<file path="src/hw/phy_mgmt_pkg.sv">
/*
  package for the phy management master: register locations, status field
  positions, pattern constants, frequency window figures and carrier structs.
  assumes a single 100 MHz management clock drives every user of it.
*/
package phy_mgmt_pkg;

  // byte addresses of phy registers, retargetable per protocol
  localparam logic [9:0] CHAN_SEL_LOC_DEF = 10'h200;
  localparam logic [9:0] CODING_STAT_LOC_DEF = 10'h204;
  localparam logic [9:0] LOOPBACK_LOC_DEF = 10'h184;

  localparam logic [31:0] CHAN_SEL_VALUE = 32'h00000000;
  localparam logic [31:0] LOOPBACK_ON_VALUE = 32'h00000001;

  // bit positions inside the receive coding status word
  localparam int STAT_WORD_LOCK = 0;
  localparam int STAT_SYNC_LOCK = 1;
  localparam int STAT_FRAMING_ERR = 2;
  localparam int STAT_CHECKSUM_ERR = 3;
  localparam int STAT_SCRAMBLER_ERR = 4;
  localparam int STAT_SYNC_WORD_ERR = 5;

  // pattern source and checker
  localparam int PAT_WIDTH = 64;
  localparam int PAT_ORDER = 23;
  localparam int PAT_TAP = 18;
  localparam logic [22:0] PAT_SEED = 23'h7FFFFF;
  localparam logic [4:0] PAT_LOCK_WORDS = 5'h10;

  // user clock rate check: ticks counted over a fixed window
  localparam int CLK_PERIOD_NS = 10;
  localparam int FREQ_WINDOW_NS = 10000;
  localparam int FREQ_WINDOW_CYCLES = FREQ_WINDOW_NS / CLK_PERIOD_NS;
  localparam logic [10:0] FREQ_TICKS_MIN = 11'h1E0;
  localparam logic [10:0] FREQ_TICKS_MAX = 11'h208;

  typedef struct packed {
    logic read;
    logic write;
    logic [8:0] address;
    logic [31:0] writedata;
  } mgmt_req_type;

  typedef struct packed {
    logic sync_lock;
    logic word_lock;
    logic framing_error;
    logic checksum_fault;
    logic scrambler_error;
    logic sync_word_error;
  } rx_status_type;

endpackage

</file>
<file path="src/hw/phy_mgmt_status_master.sv">
/*
  phy management master with status outputs, loopback pattern source and
  checker, and user clock rate watch.
  assumes the phy management port answers with waitrequest and presents
  read data in the cycle that waitrequest is low; all inputs are synchronous
  to clk, and the user clock ticks arrive as one-cycle pulses on clk.
*/
// Functional notes
// byte address in, word address out
// read and write data are 32 bits
// channel and status locations are parameters
// write loopback control to enable serial loopback
// framing error flag follows receive path
// checksum fault flag follows receive path
// scrambler error flag follows receive path
// missing sync word flag follows receive path
// tx and rx clock rate fault flags
// pattern mismatch flag on wrong word
// pattern locked flag once checker synchronised
// 64-bit PRBS-23 generator and checker
// sync lock after four sync words
// word lock at first alignment pattern
// hold transfer stable while waitrequest high
// wait for both ready, then loopback, then poll
`timescale 1ns/100ps
module phy_mgmt_status_master #(
  parameter logic [9:0] CHAN_SEL_LOC = phy_mgmt_pkg::CHAN_SEL_LOC_DEF,
  parameter logic [9:0] CODING_STAT_LOC = phy_mgmt_pkg::CODING_STAT_LOC_DEF,
  parameter logic [9:0] LOOPBACK_LOC = phy_mgmt_pkg::LOOPBACK_LOC_DEF
) (
  input wire logic clk,
  input wire logic rstn,
  input wire logic tx_ready,
  input wire logic rx_ready,
  input wire logic [31:0] mgmt_readdata,
  input wire logic mgmt_waitrequest,
  output phy_mgmt_pkg::mgmt_req_type mgmt_req,
  input wire logic [9:0] core_address,
  input wire logic core_read,
  input wire logic core_write,
  input wire logic [31:0] core_writedata,
  output logic [31:0] core_readdata,
  output logic core_done,
  output phy_mgmt_pkg::rx_status_type rx_status,
  input wire logic tx_clk_tick,
  input wire logic rx_clk_tick,
  output logic tx_clk_fault,
  output logic rx_clk_fault,
  output logic [63:0] tx_pattern,
  input wire logic [63:0] rx_pattern,
  output logic pattern_mismatch,
  output logic pattern_locked
);

  typedef enum logic [2:0] {
    S_WAIT_READY = 3'b000,
    S_CHAN = 3'b001,
    S_LOOP = 3'b010,
    S_POLL = 3'b011,
    S_CORE = 3'b100
  } state_type;

  // drop the byte-offset bit to form the phy word address
  function automatic logic [8:0] word_addr(input logic [9:0] byte_addr);
    word_addr = byte_addr[9:1];
  endfunction

  // advance the 23-bit sequence by one word, first bit in bit 0
  function automatic logic [86:0] pat_step(input logic [22:0] seed);
    logic [22:0] s;
    logic [63:0] w;
    logic nb;
    s = seed;
    w = 64'h0000000000000000;
    for (int i = 0; i < phy_mgmt_pkg::PAT_WIDTH; i++) begin
      nb = s[phy_mgmt_pkg::PAT_ORDER - 1] ^ s[phy_mgmt_pkg::PAT_TAP - 1];
      s = {s[21:0], nb};
      w[i] = nb;
    end
    pat_step = {s, w};
  endfunction

  function automatic logic rate_bad(input logic [10:0] ticks);
    rate_bad = (ticks < phy_mgmt_pkg::FREQ_TICKS_MIN) || (ticks > phy_mgmt_pkg::FREQ_TICKS_MAX);
  endfunction

  //////////////////////////////////////////////////////////////////////////
  // management sequencer

  state_type state_r, state_nxt;
  phy_mgmt_pkg::mgmt_req_type req_r, req_nxt;
  logic [31:0] core_readdata_r;
  logic core_done_r;
  phy_mgmt_pkg::rx_status_type status_r;

  wire both_ready = tx_ready && rx_ready;
  wire busy = req_r.read || req_r.write;
  wire xfer_done = busy && !mgmt_waitrequest;
  wire core_req = core_read || core_write;
  wire [31:0] st = mgmt_readdata;

  always_comb begin
    state_nxt = state_r;
    req_nxt = req_r;
    if (!busy || xfer_done) begin
      req_nxt = '0;
      case (state_r)
        S_WAIT_READY: begin
          if (both_ready) begin
            state_nxt = S_CHAN;
            req_nxt.write = 1'b1;
            req_nxt.address = word_addr(CHAN_SEL_LOC);
            req_nxt.writedata = phy_mgmt_pkg::CHAN_SEL_VALUE;
          end
        end
        S_CHAN: begin
          if (xfer_done) begin
            state_nxt = S_LOOP;
            req_nxt.write = 1'b1;
            req_nxt.address = word_addr(LOOPBACK_LOC);
            req_nxt.writedata = phy_mgmt_pkg::LOOPBACK_ON_VALUE;
          end
        end
        S_LOOP, S_POLL, S_CORE: begin
          // a core access is slotted between status polls so both make progress
          if (core_req && state_r != S_CORE && !core_done_r) begin
            state_nxt = S_CORE;
            req_nxt.read = core_read;
            req_nxt.write = core_write && !core_read;
            req_nxt.address = word_addr(core_address);
            req_nxt.writedata = core_writedata;
          end else begin
            state_nxt = S_POLL;
            req_nxt.read = 1'b1;
            req_nxt.address = word_addr(CODING_STAT_LOC);
          end
        end
        default: begin
          state_nxt = S_WAIT_READY;
        end
      endcase
    end
  end

  always_ff @(posedge clk) begin
    if (!rstn) begin
      state_r <= S_WAIT_READY;
      req_r <= '0;
    end else begin
      state_r <= state_nxt;
      req_r <= req_nxt;
    end
  end

  // core completion and status capture
  always_ff @(posedge clk) begin
    if (!rstn) begin
      core_readdata_r <= 32'h00000000;
      core_done_r <= 1'b0;
      status_r <= '0;
    end else begin
      core_done_r <= xfer_done && state_r == S_CORE;
      if (xfer_done && state_r == S_CORE && req_r.read) begin
        core_readdata_r <= mgmt_readdata;
      end
      if (xfer_done && state_r == S_POLL) begin
        status_r.word_lock <= st[phy_mgmt_pkg::STAT_WORD_LOCK];
        status_r.sync_lock <= st[phy_mgmt_pkg::STAT_SYNC_LOCK];
        status_r.framing_error <= st[phy_mgmt_pkg::STAT_FRAMING_ERR];
        status_r.checksum_fault <= st[phy_mgmt_pkg::STAT_CHECKSUM_ERR];
        status_r.scrambler_error <= st[phy_mgmt_pkg::STAT_SCRAMBLER_ERR];
        status_r.sync_word_error <= st[phy_mgmt_pkg::STAT_SYNC_WORD_ERR];
      end
    end
  end

  //////////////////////////////////////////////////////////////////////////
  // user clock rate watch

  logic [15:0] win_cnt_r;
  logic [10:0] tx_ticks_r, rx_ticks_r;
  logic tx_fault_r, rx_fault_r;
  wire win_end = (win_cnt_r == 16'(phy_mgmt_pkg::FREQ_WINDOW_CYCLES - 1));

  always_ff @(posedge clk) begin
    if (!rstn) begin
      win_cnt_r <= 16'h0000;
      tx_ticks_r <= 11'h000;
      rx_ticks_r <= 11'h000;
      tx_fault_r <= 1'b0;
      rx_fault_r <= 1'b0;
    end else if (win_end) begin
      win_cnt_r <= 16'h0000;
      tx_ticks_r <= 11'h000;
      rx_ticks_r <= 11'h000;
      tx_fault_r <= rate_bad(tx_ticks_r);
      rx_fault_r <= rate_bad(rx_ticks_r);
    end else begin
      win_cnt_r <= win_cnt_r + 16'h0001;
      // saturate so a runaway clock still reads as out of range
      if (tx_clk_tick && tx_ticks_r != 11'h7FF) begin
        tx_ticks_r <= tx_ticks_r + 11'h001;
      end
      if (rx_clk_tick && rx_ticks_r != 11'h7FF) begin
        rx_ticks_r <= rx_ticks_r + 11'h001;
      end
    end
  end

  //////////////////////////////////////////////////////////////////////////
  // pattern generator and self-synchronising checker

  logic [22:0] gen_seed_r;
  logic [63:0] gen_word_r;
  logic [63:0] rx_prev_r;
  logic [4:0] good_cnt_r;
  logic locked_r, mismatch_r;
  // next state in the top 23 bits, next word in the low 64
  wire [86:0] gen_next = pat_step(gen_seed_r);
  wire [127:0] rx_hist = {rx_pattern, rx_prev_r};
  logic word_bad;

  // each received bit must equal the xor of its two tap predecessors
  always_comb begin
    word_bad = 1'b0;
    for (int i = 64; i < 128; i++) begin
      if (rx_hist[i] != (rx_hist[i - phy_mgmt_pkg::PAT_ORDER] ^ rx_hist[i - phy_mgmt_pkg::PAT_TAP])) begin
        word_bad = 1'b1;
      end
    end
  end

  always_ff @(posedge clk) begin
    if (!rstn) begin
      gen_seed_r <= phy_mgmt_pkg::PAT_SEED;
      gen_word_r <= 64'h0000000000000000;
      rx_prev_r <= 64'h0000000000000000;
      good_cnt_r <= 5'h00;
      locked_r <= 1'b0;
      mismatch_r <= 1'b0;
    end else begin
      gen_seed_r <= gen_next[86:64];
      gen_word_r <= gen_next[63:0];
      rx_prev_r <= rx_pattern;
      if (word_bad) begin
        good_cnt_r <= 5'h00;
      end else if (good_cnt_r != phy_mgmt_pkg::PAT_LOCK_WORDS) begin
        good_cnt_r <= good_cnt_r + 5'h01;
      end
      if (!word_bad && good_cnt_r == phy_mgmt_pkg::PAT_LOCK_WORDS - 5'h01) begin
        locked_r <= 1'b1;
      end
      // before lock a bad word is just search, after lock it is a fault
      if (locked_r && word_bad) begin
        mismatch_r <= 1'b1;
      end
    end
  end

  //////////////////////////////////////////////////////////////////////////
  // outputs

  assign mgmt_req = req_r;
  assign core_readdata = core_readdata_r;
  assign core_done = core_done_r;
  assign rx_status = status_r;
  assign tx_clk_fault = tx_fault_r;
  assign rx_clk_fault = rx_fault_r;
  assign tx_pattern = gen_word_r;
  assign pattern_mismatch = mismatch_r;
  assign pattern_locked = locked_r;

endmodule // phy_mgmt_status_master

</file>
<file path="config.mk">
export PLATFORM = sky130hd
export DESIGN_NAME = phy_mgmt_status_master
export DESIGN_NICKNAME = d
export VERILOG_FILES = /design/src/hw/phy_mgmt_pkg.sv /design/src/hw/phy_mgmt_status_master.sv
export SDC_FILE = /design/constraint.sdc
export NUM_CORES = 1
export LEC_CHECK = 0
export ABC_AREA = 1
export ABC_CLOCK_PERIOD_IN_PS = 4900
export BUFFER_PORTS_ARGS = -buffer_cell sky130_fd_sc_hd__buf_2
export CAP_MARGIN = 30
export CORE_MARGIN = 8
export CORE_UTILIZATION = 57
export DETAILED_ROUTE_END_ITERATION = 16
export GPL_ROUTABILITY_DRIVEN = 0
export PLACE_DENSITY_LB_ADDON = 0.05
export SLEW_MARGIN = 20
export SYNTH_ARGS = -nofsm -noshare
export SYNTH_HDL_FRONTEND = slang
export SYNTH_SLANG_ARGS = --single-unit
</file>
<file path="constraint.sdc">
create_clock -name clk -period 4.9 [get_ports clk]
set_input_delay 0.98 -clock clk [delete_from_list [all_inputs] [get_ports clk]]
set_output_delay 0.98 -clock clk [all_outputs]
set_load 0.03 [all_outputs]
</file>
==> results of run 1 <==
[worst paths after layout]
| check | endpoint | slack, ns |
|---|---|---|
| min reg2reg | pattern_mismatch | 0.45 |
| max | core_readdata[5] | 2.26 |
| max reg2reg | core_readdata[5] | 2.43 |
| min | pattern_mismatch | 0.45 |
[placed cells by master, fill, tap and decap left out, types with 3 or more instances in the layout]
cell / n
nor2_1: 169
clkbuf_16: 26
inv_2: 6
a211oi_1: 5
buf_4: 5
inv_6: 3
xnor2_2: 6
dfxtp_1: 242
nor2_4: 3
buf_2: 295
ha_1: 8
xnor2_1: 46
xor2_1: 31
nand2_1: 539
nand4_1: 13
clkinv_2: 3
nand3_1: 98
nand2_2: 3
o21ai_0: 30
nor2_2: 6
diode_2: 5
clkbuf_8: 3
clkinvlp_4: 4
clkbuf_1: 5
nor3_1: 14
a21oi_1: 105
inv_1: 163
[stage by stage]
step	area (um2)	worst slack, ns
floorplan	10890	2.856
global placement	12480	1.775
detailed placement	12480	1.766
CTS	13310	2.305
global route	13320	2.132
finish	13320	2.263
[synthesized netlist by cell type, drive strengths merged, types with 2 or more instances]
cell	instances
o21ai	31
a211oi	5
nor2	178
clkbuf	16
or2	3
nand3b	2
inv	170
nand3	100
dfxtp	242
o21bai	2
nand4	13
a22oi	2
buf	27
ha	8
xor2	32
a21oi	105
xnor2	52
nor4	3
nor3	16
nand2	542
[worst reg2reg max path: cells and delay by family (launching register included)]
family          cells  cell delay [ns]
simple gates        3             1.17
buf+inv             3             0.56
flops               1             0.35
compound gates      2             0.23
[layout make-up]
type,count,area (um2),area share
Sequential cell,242,4845,0.3638
Clock buffer,34,710.7,0.05336
Clock inverter,12,117.6,0.008831
Tap cell,234,292.8,0.02198
Timing Repair Buffer,300,1514,0.1137
Antenna cell,5,12.51,0.0009395
Multi-Input combinational cell,1100,5185,0.3893
Inverter,170,640.6,0.04810
[metal layers]
metal | vias up | share of wire | GRT usage
met3 | 65 | 0.074 | 0.06074
met5 | - | 0 | 0
li1 | 5406 | - | -
met2 | 303 | 0.47 | 0.4006
met4 | 0 | 0.037 | 0.1013
met1 | 4715 | 0.42 | 0.2841
[kinds of logic (layout without fill, tap and decap cells)]
logic type / Yosys count / in the layout / share of synthesized area
AO/OA/AOI/OAI: 149 / 149 / 0.07158
flip-flops: 242 / 242 / 0.4449
other: 0 / 5 / 0
adder cells (fa/ha/maj): 8 / 8 / 0.009193
buffers and inverters: 213 / 516 / 0.07894
XOR/XNOR: 84 / 84 / 0.07239
AND/OR/NAND/NOR: 859 / 859 / 0.3230
[power by group]
| group | switching, mW | total (mW) | internal [mW] | leakage [nW] |
|---|---|---|---|---|
| Combinational | 1.76 | 2.63 | 0.866 | 4.34 |
| Clock | 0.797 | 1.88 | 1.08 | 0.395 |
| Sequential | 0.214 | 2.59 | 2.37 | 1.98 |
| Total | 2.77 | 7.10 | 4.32 | 6.71 |
[flip-flops by register name, summed over array words and instances, names as in the netlist]
| name | cells |
|---|---|
| rx_prev_r | 23 |
| rx_clk_fault | 1 |
| core_readdata | 32 |
| tx_clk_fault | 1 |
| win_cnt_r | 16 |
| gen_seed_r | 23 |
| rx_status | 6 |
| good_cnt_r | 5 |
| pattern_locked | 1 |
| tx_pattern | 64 |
| tx_ticks_r | 11 |
| core_done | 1 |
| mgmt_req | 43 |
| state_r | 3 |
| pattern_mismatch | 1 |
| rx_ticks_r | 11 |
==> summary.txt, run 1 <==
Final Hold Fails = 0
Crit. path cell count = 8
die area = 0.02378 mm2
actual transition at the worst max-transition pin = 0.8934 ns
critical register-to-register path startpoint = mgmt_req[41]
Die W = 154.2 um
Area growth, synth to finish = 22.30%
CTS hold repair buffers = 0
Cell Pwr Density = 532.8 mW/mm2
detail-routed net length per standard cell = 14.22 um
area share of the largest cell type after synthesis = 0.4449
initial antenna violation count = 5
clock tree sinks = 242
worst-case clock skew = 0.02242 ns
Overall Power = 7.095 mW
status = finished clean
root buf cell = clkbuf_16
Synthesis Warnings = 0
most instantiated flip-flop cell in the synthesis netlist = dfxtp_1
max-cap viol count = 0
number of standard cells in the layout, taps in and fillers out = 2097
critical path launch point type = primary input
layout cell share with drive strength beyond 1 = 0.2013
pin count of the biggest net entering global routing = 86
Starting DRT DRC Count = 609
Hold Path Stages = 2
vias = 10490
data arrival time at the worst-slack endpoint = 3.01 ns
maximum cell stage delay along the critical path = 0.66 ns
Top delay family on crit path = simple AND/OR/NAND/NOR gates
Post-Synthesis Net Count = 1710
clock tree from TritonCTS = yes
number of optimization iterations in the first detailed-route pass = 5
Critical Path Source = mgmt_waitrequest
number of cell rows = 50
setup repair after global routing missed its margin = no
largest fanout on the critical path = 33
Routed Antenna Nets = 0
IO Count = 297
area of the placeable core = 0.01871 mm2
maximum clock insertion buffer count = 3
synthesized instance count = 1555
share of the core filled with cells = 0.7120
GRT Util Overall = 0.2381
H-tree depth reported by CTS = 1
total of cells resized after clock tree synthesis = 0
worst setup path category = in2reg
placed insts = 2046
sequential share of the synthesized area = 0.4449
initial standard-cell utilization of the core = 0.5821
Final TNS setup = 0 ns
netlist area before placement = 0.01089 mm2
Pins Over Slew Limit = 0
IO Port Bufs = 295
CTS Buf Count = 26
maximum clock frequency = 379.2 MHz
Critical path buffers and inverters = 3
worst hold path class = reg2reg
ys async rst share = 0
chain of cells forming the critical path = buf_2, a21oi_1, inv_1, nor2_4, nand2_1, buf_4, nand2_1, a21oi_1
post-CTS repair timing setup buffer count = 0
DR DRC count = 0
Fill cells = 1624
Seq cells post-synth = 242
largest cells by area after synthesis = dfxtp_1, nand2_1, nor2_1, inv_1, a21oi_1
Synth cell types = 41
cell leakage power = 6.713 nW
max_slew headroom = 0.4044
Hold Slack = 0.4478 ns
latest clock arrival within the worst-skew pair = 0.54 ns
Die H = 154.2 um
dominant cell type by area after synthesis = dfxtp_1
number of enable-type register cells in the synthesized netlist = 0
detailed placement HPWL = 22400 um
slowest CP cell = nor2_4
worst hold path startpoint = pattern_mismatch
Avg Synthesized Cell Area = 7.003 um2
Finish-stage setup viols = 0
number of global-route vias before repair = 9634
final period utilization = 0.5382
Critical Path End Type = flip-flop
Peak VDD IR = 0.6531 mV
global route total overflow = 0
fin nets = 1995
post-route minimum period = 2.637 ns
first-pass GRT wire length = 47100 um
reg2reg path depth = 8
total length of routed wires = 29830 um
required time of the critical path = 5.28 ns
clock transition at the registers of the reported paths = 0.06 ns
detailed-route vias per instance = 5.002
(Power assumes the default switching activity.)
==> inputs of run 2 (changes only) <==
--- a/config.mk
+++ b/config.mk
@@ -6,11 +6,11 @@
 export NUM_CORES = 1
 export LEC_CHECK = 0
 export ABC_AREA = 1
-export ABC_CLOCK_PERIOD_IN_PS = 4900
+export ABC_CLOCK_PERIOD_IN_PS = 2500
 export BUFFER_PORTS_ARGS = -buffer_cell sky130_fd_sc_hd__buf_2
 export CAP_MARGIN = 30
 export CORE_MARGIN = 8
-export CORE_UTILIZATION = 57
+export CORE_UTILIZATION = 53
 export DETAILED_ROUTE_END_ITERATION = 16
 export GPL_ROUTABILITY_DRIVEN = 0
 export PLACE_DENSITY_LB_ADDON = 0.05
==> constraint.sdc (replaced) <==
create_clock -name clk -period 2.5 [get_ports clk]
set_input_delay 0.5 -clock clk [delete_from_list [all_inputs] [get_ports clk]]
set_output_delay 0.5 -clock clk [all_outputs]
set_load 0.03 [all_outputs]
==> run 2 against run 1 <==
Effect of this change: count of clock-buffer cells in the layout increased by 2; via count fell by 0.99%; critical endpoint is now win_cnt_r[9]; final cell count is 1.9% higher; flip-flop and latch count did not move; total power up 100%; non-clock buffer count grew 5; hold slack got worse by 0.26 ns; clock skew decreased by 0.011 ns; global-route usage is 1.2 points lower; register-to-register slack got worse by 1.9 ns.
==> summary.txt, run 2 (synthesis gave the netlist of run 1 again) <==
initial standard-cell utilization of the core = 0.5399 (-0.04225)
root buf cell = clkbuf_16
final period utilization = 0.7975
DR DRC count = 0 (unchanged)
max FFs per register = 64 (unchanged)
sw power = 5.383 mW (+94%)
max-cap viol count = 0 (unchanged)
worst hold path class = in2reg
clock tree sinks = 242 (unchanged)
number of global-route vias before repair = 9786 (+1.6%)
number of cell rows = 52 (+4.0%)
clock tree from TritonCTS = yes
detail-routed net length per standard cell = 13.95 um (-1.9%)
area of the placeable core = 0.02017 mm2 (+7.8%)
CTS hold repair buffers = 0 (unchanged)
Final Hold Fails = 0 (unchanged)
pin count of the biggest net entering global routing = 90 (+4.7%)
critical path launch point type = flip-flop
power share of the combinational group = 0.364 (-0.006)
Area growth, synth to finish = 23.79%
setup repair after global routing missed its margin = no
Starting DRT DRC Count = 788 (+29%)
required time of the critical path = 2.91 ns (-2.37 ns)
IO Port Bufs = 295 (unchanged)
Finish-stage setup viols = 0 (unchanged)
post-CTS repair timing setup buffer count = 0 (unchanged)
Cell Pwr Density = 1052 mW/mm2 (+97%)
fin nets = 2000 (+0.25%)
data arrival time at the worst-slack endpoint = 2.41 ns (-0.60 ns)
status = finished clean
share of total power consumed by net switching = 0.3797 (-0.01094)
die area = 0.02539 mm2 (+6.7%)
post-route minimum period = 1.994 ns
GRT Util Overall = 0.2257 (-0.01240)
number of optimization iterations in the first detailed-route pass = 6 (+1)
first-pass GRT wire length = 48280 um (+2.5%)
detailed-route vias per instance = 4.860 (-2.8%)
leading cell types in the layout, fill and taps excluded = nand2_1, buf_2, dfxtp_1
global route total overflow = 0 (unchanged)
worst-case clock skew = 0.01157 ns (-0.01085 ns)
chain of cells forming the critical path = ha_1, nand2_1, inv_1, nand4_1, nor3_4, nor2_4, inv_2, a21oi_1, o21a_1
vias = 10390 (-0.99%)
clock transition at the registers of the reported paths = 0.06 ns (about the same)
maximum clock frequency = 501.6 MHz
slowest CP cell = inv_2
maximum clock insertion buffer count = 3 (unchanged)
Fill cells = 1834 (+13%)
IO Count = 297 (unchanged)
initial antenna violation count = 5 (unchanged)
layout cell share with drive strength beyond 1 = 0.2046 (+0.003327)
detailed placement HPWL = 22220 um (-0.78%)
worst setup path category = reg2reg
maximum cell stage delay along the critical path = 0.42 ns (-0.24 ns)
max_slew headroom = 0.5287 (+0.1243)
most frequent standard cell in the layout excluding fill and tap cells = nand2_1
Critical Path End Type = flip-flop
number of standard cells in the layout, taps in and fillers out = 2137 (+1.9%)
Routed Antenna Nets = 0 (unchanged)
Clk network pwr share = 0.278 (+0.013)
total length of routed wires = 29810 um (about the same)
largest fanout on the critical path = 29 (-12%)
Sequential Power Share = 0.358 (-0.007)
H-tree depth reported by CTS = 1 (unchanged)
Die W = 159.3 um (+3.3%)
internal power component = 8.795 mW (+100%)
Die H = 159.3 um (+3.3%)
total of cells resized after clock tree synthesis = 0 (unchanged)
CTS Buf Count = 26 (unchanged)
Peak VDD IR = 1.017 mV (+56%)
Final TNS setup = 0 ns (unchanged)
Pins Over Slew Limit = 0 (unchanged)
latest clock arrival within the worst-skew pair = 0.52 ns (-0.02 ns)
actual transition at the worst max-transition pin = 0.7070 ns (-0.1864 ns)
placed insts = 2087 (+2.0%)
cell leakage power = 6.792 nW (+1.2%)
run 2: path summary, 6_finish.rpt:
check / to / startpoint / cells after the start / slack [ns]
setup / recovery: win_cnt_r[9] / win_cnt_r[0] / 9 / 0.51
hold / removal: rx_prev_r[53] / rx_pattern[53] / 3 / 0.19
setup reg to reg: win_cnt_r[9] / win_cnt_r[0] / 9 / 0.51
hold reg to reg: pattern_mismatch / pattern_mismatch / 2 / 0.45
run 2: layout make-up:
class,count,area (um2),area share
Clock inverter,9,135.1,0.01003
Multi-Input combinational cell,1100,5185,0.3847
Antenna cell,5,12.51,0.0009282
Sequential cell,242,4846,0.3595
Clock buffer,36,758.2,0.05625
Timing Repair Buffer,305,1564,0.1160
Tap cell,270,337.8,0.02506
Inverter,170,640.6,0.04753
run 2: worst max-delay path, delay by kind of cell, from the launching register on:
family | cells | cell delay, ns
DFF | 1 | 0.35
buffers and inverters | 2 | 0.49
and+or+nand+nor | 4 | 0.66
AOI/OAI and AO/OA | 2 | 0.21
adders and majority gates | 1 | 0.18
run 2: power by group through the flow:
stage                     clock network [mW]  logic, mW  registers (mW)
final                                   3.95       5.16            5.07
after detailed placement                   0       5.14            5.13
after CTS                               4.04       5.19            5.08
after global routing                    4.18       5.69            5.16
after global placement                     0       5.10            5.12
after floorplan                            0       2.77            6.17
run 2: layer usage:
| layer | vias up | track usage | wire, um | share of wire |
|---|---|---|---|---|
| met5 | - | 0 | 0 | 0 |
| met4 | 0 | 0.08276 | 874 | 0.029 |
| met3 | 55 | 0.06360 | 2321 | 0.078 |
| met2 | 308 | 0.3838 | 14020 | 0.47 |
| met1 | 4600 | 0.2670 | 12590 | 0.42 |
| li1 | 5422 | - | - | - |
run 2: stage by stage:
stage / utilization / instance area (um2) / power [mW] / hold slack [ns] / setup slack, ns
2_1_floorplan: - / 10890 / 8.948 / 0.4175 / 0.8459
3_3_place_gp: 0.6234 / 12570 / 10.22 / 0.4298 / 0.5168
3_5_place_dp: 0.6234 / 12570 / 10.27 / 0.4394 / 0.4810
4_1_cts: 0.6677 / 13470 / 14.31 / 0.1614 / 0.4771
5_1_grt: 0.6683 / 13480 / 15.03 / 0.1923 / 0.2331
6_report: 0.6683 / 13480 / 14.18 / 0.1888 / 0.5063
==> inputs of run 3 (changes only) <==
--- a/config.mk
+++ b/config.mk
@@ -5,12 +5,12 @@
 export SDC_FILE = /design/constraint.sdc
 export NUM_CORES = 1
 export LEC_CHECK = 0
-export ABC_AREA = 1
-export ABC_CLOCK_PERIOD_IN_PS = 2500
+export ABC_AREA = 0
+export ABC_CLOCK_PERIOD_IN_PS = 2000
 export BUFFER_PORTS_ARGS = -buffer_cell sky130_fd_sc_hd__buf_2
 export CAP_MARGIN = 30
 export CORE_MARGIN = 8
-export CORE_UTILIZATION = 53
+export CORE_UTILIZATION = 51
 export DETAILED_ROUTE_END_ITERATION = 16
 export GPL_ROUTABILITY_DRIVEN = 0
 export PLACE_DENSITY_LB_ADDON = 0.05
==> constraint.sdc (replaced) <==
create_clock -name clk -period 2 [get_ports clk]
set_input_delay 0.4 -clock clk [delete_from_list [all_inputs] [get_ports clk]]
set_output_delay 0.4 -clock clk [all_outputs]
set_load 0.03 [all_outputs]
==> run 3 against run 2 <==
Effect of this change: maximum frequency grew 6.6%; clock power grew 23%; hold slack lost 0.079 ns; sequential power grew 21%; worst setup slack lost 0.38 ns; final cell count shrank 24%; cell area shrank 6.9%; non-clock buffer count grew 20; combinational power shrank 9.3%; synthesized area shrank 10%; largest cell class is now registers.
==> summary.txt, run 3 <==
layout cell share with drive strength beyond 1 = 0.2797 (+0.07507)
number of global-route vias before repair = 8259 (-16%)
storage element area = 0.004845 mm2 (about the same)
cell leakage power = 5.518 nW (-19%)
detailed-route vias per instance = 5.018 (+3.3%)
Overall Power = 15.69 mW (+11%)
CTS Buf Count = 27 (+3.8%)
sw power = 5.251 mW (-2.4%)
area of the placeable core = 0.01877 mm2 (-6.9%)
data arrival time at the worst-slack endpoint = 2.30 ns (-0.11 ns)
worst-case clock skew = 0.008810 ns (-0.002758 ns)
Fill cells = 1586 (-14%)
initial antenna violation count = 1 (-4)
Starting DRT DRC Count = 399 (-49%)
most common library cells after synthesis = dfxtp_1, nand2_1, nor2_1
number of optimization iterations in the first detailed-route pass = 4 (-2)
latest clock arrival within the worst-skew pair = 0.51 ns (about the same)
global route total overflow = 0 (unchanged)
H-tree depth reported by CTS = 1 (unchanged)
Peak VDD IR = 0.6436 mV (-37%)
most repeated cell in the gate-level netlist after synthesis = dfxtp_1
synthesized instance count = 1081 (-30%)
internal power component = 10.44 mW (+19%)
worst hold path class = in2reg
actual transition at the worst max-transition pin = 0.5089 ns (-0.1981 ns)
share of cell area taken by muxes after synthesis = 0.01228 (+0.01228)
share of the core filled with cells = 0.6688 (about the same)
chain of cells forming the critical path = xor2_1, and3_2, o22ai_1, a2111oi_4, nand4_4, nor4_2
detail-routed net length per standard cell = 15.39 um (+10%)
status = finished clean
worst setup path category = reg2reg
largest fanout on the critical path = 7 (-76%)
share of the synthesized area in compound gates (AO/OA/AOI/OAI) = 0.07647 (+0.004886)
Critical Path End Type = flip-flop
maximum cell stage delay along the critical path = 0.39 ns (-0.03 ns)
largest cells by area after synthesis = dfxtp_1, xor2_1, xnor2_1, nand2_1, a21oi_1
area share of the largest cell type after synthesis = 0.4951 (+0.05024)
Cell Pwr Density = 1250 mW/mm2 (+19%)
total length of routed wires = 25130 um (-16%)
clock tree sinks = 242 (unchanged)
IO Count = 297 (unchanged)
maximum clock frequency = 534.7 MHz (+6.6%)
Sequential Power Share = 0.392 (+0.034)
Area growth, synth to finish = 28.29%
share of total power consumed by net switching = 0.3346 (-0.04505)
sequential share of the synthesized area = 0.4951 (+0.05024)
Final Hold Fails = 0 (unchanged)
required time of the critical path = 2.43 ns (-0.48 ns)
Seq cells post-synth = 242 (unchanged)
post-route minimum period = 1.870 ns (-0.1236 ns)
die area = 0.02387 mm2 (-6.0%)
first-pass GRT wire length = 40700 um (-16%)
root buf cell = clkbuf_16
clock tree from TritonCTS = yes
number of enable-type register cells in the synthesized netlist = 0 (unchanged)
maximum clock insertion buffer count = 3 (unchanged)
DR DRC count = 0 (unchanged)
most frequent standard cell in the layout excluding fill and tap cells = buf_2
IO Port Bufs = 295 (unchanged)
leading cell types in the layout, fill and taps excluded = buf_2, dfxtp_1, nand2_1
CTS hold repair buffers = 0 (unchanged)
max_slew headroom = 0.6583 (+0.1296)
clock transition at the registers of the reported paths = 0.06 ns (about the same)
Final TNS setup = 0 ns (unchanged)
Die H = 154.5 um (-3.0%)
fin nets = 1537 (-23%)
Finish-stage setup viols = 0 (unchanged)
Pins Over Slew Limit = 0 (unchanged)
power share of the combinational group = 0.298 (-0.066)
XOR/XNOR share of the synthesized area = 0.1638 (+0.09142)
Top delay family on crit path = simple AND/OR/NAND/NOR gates
Die W = 154.5 um (-3.0%)
critical path launch point type = flip-flop
Synth cell types = 50 (+22%)
Post-Synthesis Net Count = 1236 (-28%)
pin count of the biggest net entering global routing = 84 (-6.7%)
Routed Antenna Nets = 0 (unchanged)
dominant cell type by area after synthesis = dfxtp_1
Synth Area in Adders = 0.01023 (+0.001038)
Multi-input gate area = 0.004710 mm2 (-9.2%)
netlist area before placement = 0.009784 mm2 (-10%)
post-CTS repair timing setup buffer count = 0 (unchanged)
slowest CP cell = a2111oi_4
Simple-Gate Fraction of Synth Area = 0.2152 (-0.1078)
initial standard-cell utilization of the core = 0.5213 (-0.01856)
largest family of logic cells by synthesized area = simple AND/OR/NAND/NOR gates
number of cell rows = 50 (-3.8%)
most instantiated flip-flop cell in the synthesis netlist = dfxtp_1
vias = 8194 (-21%)
Clk network pwr share = 0.309 (+0.031)
max-cap viol count = 0 (unchanged)
GRT Util Overall = 0.2035 (-0.02221)
total of cells resized after clock tree synthesis = 0 (unchanged)
final period utilization = 0.9351 (+0.1376)
max FFs per register = 64 (unchanged)
Critical path buffers and inverters = 0 (-2)
detailed placement HPWL = 18550 um (-17%)
Avg Synthesized Cell Area = 9.051 um2 (+29%)
ys async rst share = 0 (unchanged)
Synthesis Warnings = 0 (unchanged)
Hold Slack = 0.1094 ns (-0.07947 ns)
-- run 3: cell type report --
cell class | count | share of cell area
inverters | 16 | 0.004984
repair buffers | 325 | 0.1406
well taps | 234 | 0.02333
flip-flops and latches | 242 | 0.3860
clock inverters | 11 | 0.01146
multi-input cells | 770 | 0.3752
diodes | 1 | 0.0001994
clock buffers | 34 | 0.05831
-- run 3: logic make-up after synthesis --
family | Yosys count
AO/OA/AOI/OAI | 126
XOR/XNOR | 183
adder cells (fa/ha/maj) | 8
buffers and inverters | 69
flip-flops | 242
multiplexers | 12
AND/OR/NAND/NOR | 441
-- run 3: worst paths after layout --
check	from	to	slack, ns	cells after the start
worst min register to register	mgmt_req[25]	mgmt_req[25]	0.45	2
worst min-delay path	rx_pattern[53]	rx_prev_r[53]	0.11	2
worst max-delay path	rx_prev_r[54]	good_cnt_r[2]	0.13	6
worst max register to register	rx_prev_r[54]	good_cnt_r[2]	0.13	6
-- run 3: worst reg2reg max path, cell delays in order, from the launching register on --
cell and delay [ns]:
dfxtp_1 0.36, xor2_1 0.21, and3_2 0.21, o22ai_1 0.11
a2111oi_4 0.39, nand4_4 0.21, nor4_2 0.28
-- run 3: per-layer routing --
layer	share of wire	wire length, um	up-vias	track usage
li1	-	-	4173	-
met1	0.42	10570	3728	0.2416
met2	0.46	11670	251	0.3446
met3	0.093	2326	42	0.07133
met4	0.022	564	0	0.05226
met5	0	0	-	0
-- run 3: power groups by stage --
stage / registers, mW / clock network [mW] / logic [mW]
floorplan: 7.21 / 0 / 2.45
global placement: 6.26 / 0 / 4.66
detailed placement: 6.26 / 0 / 4.69
CTS: 6.16 / 4.97 / 4.73
global route: 6.23 / 5.16 / 5.13
finish: 6.16 / 4.85 / 4.68
-- run 3: metrics by stage --
step / setup WS (ns) / instances / cell area [um2]
2_1_floorplan: 0.1189 / 1081 / 9784
3_3_place_gp: -0.1134 / 1587 / 11650
3_5_place_dp: -0.1226 / 1587 / 11650
4_1_cts: 0.05518 / 1632 / 12530
5_1_grt: -0.001731 / 1633 / 12550
6_report: 0.1299 / 1633 / 12550
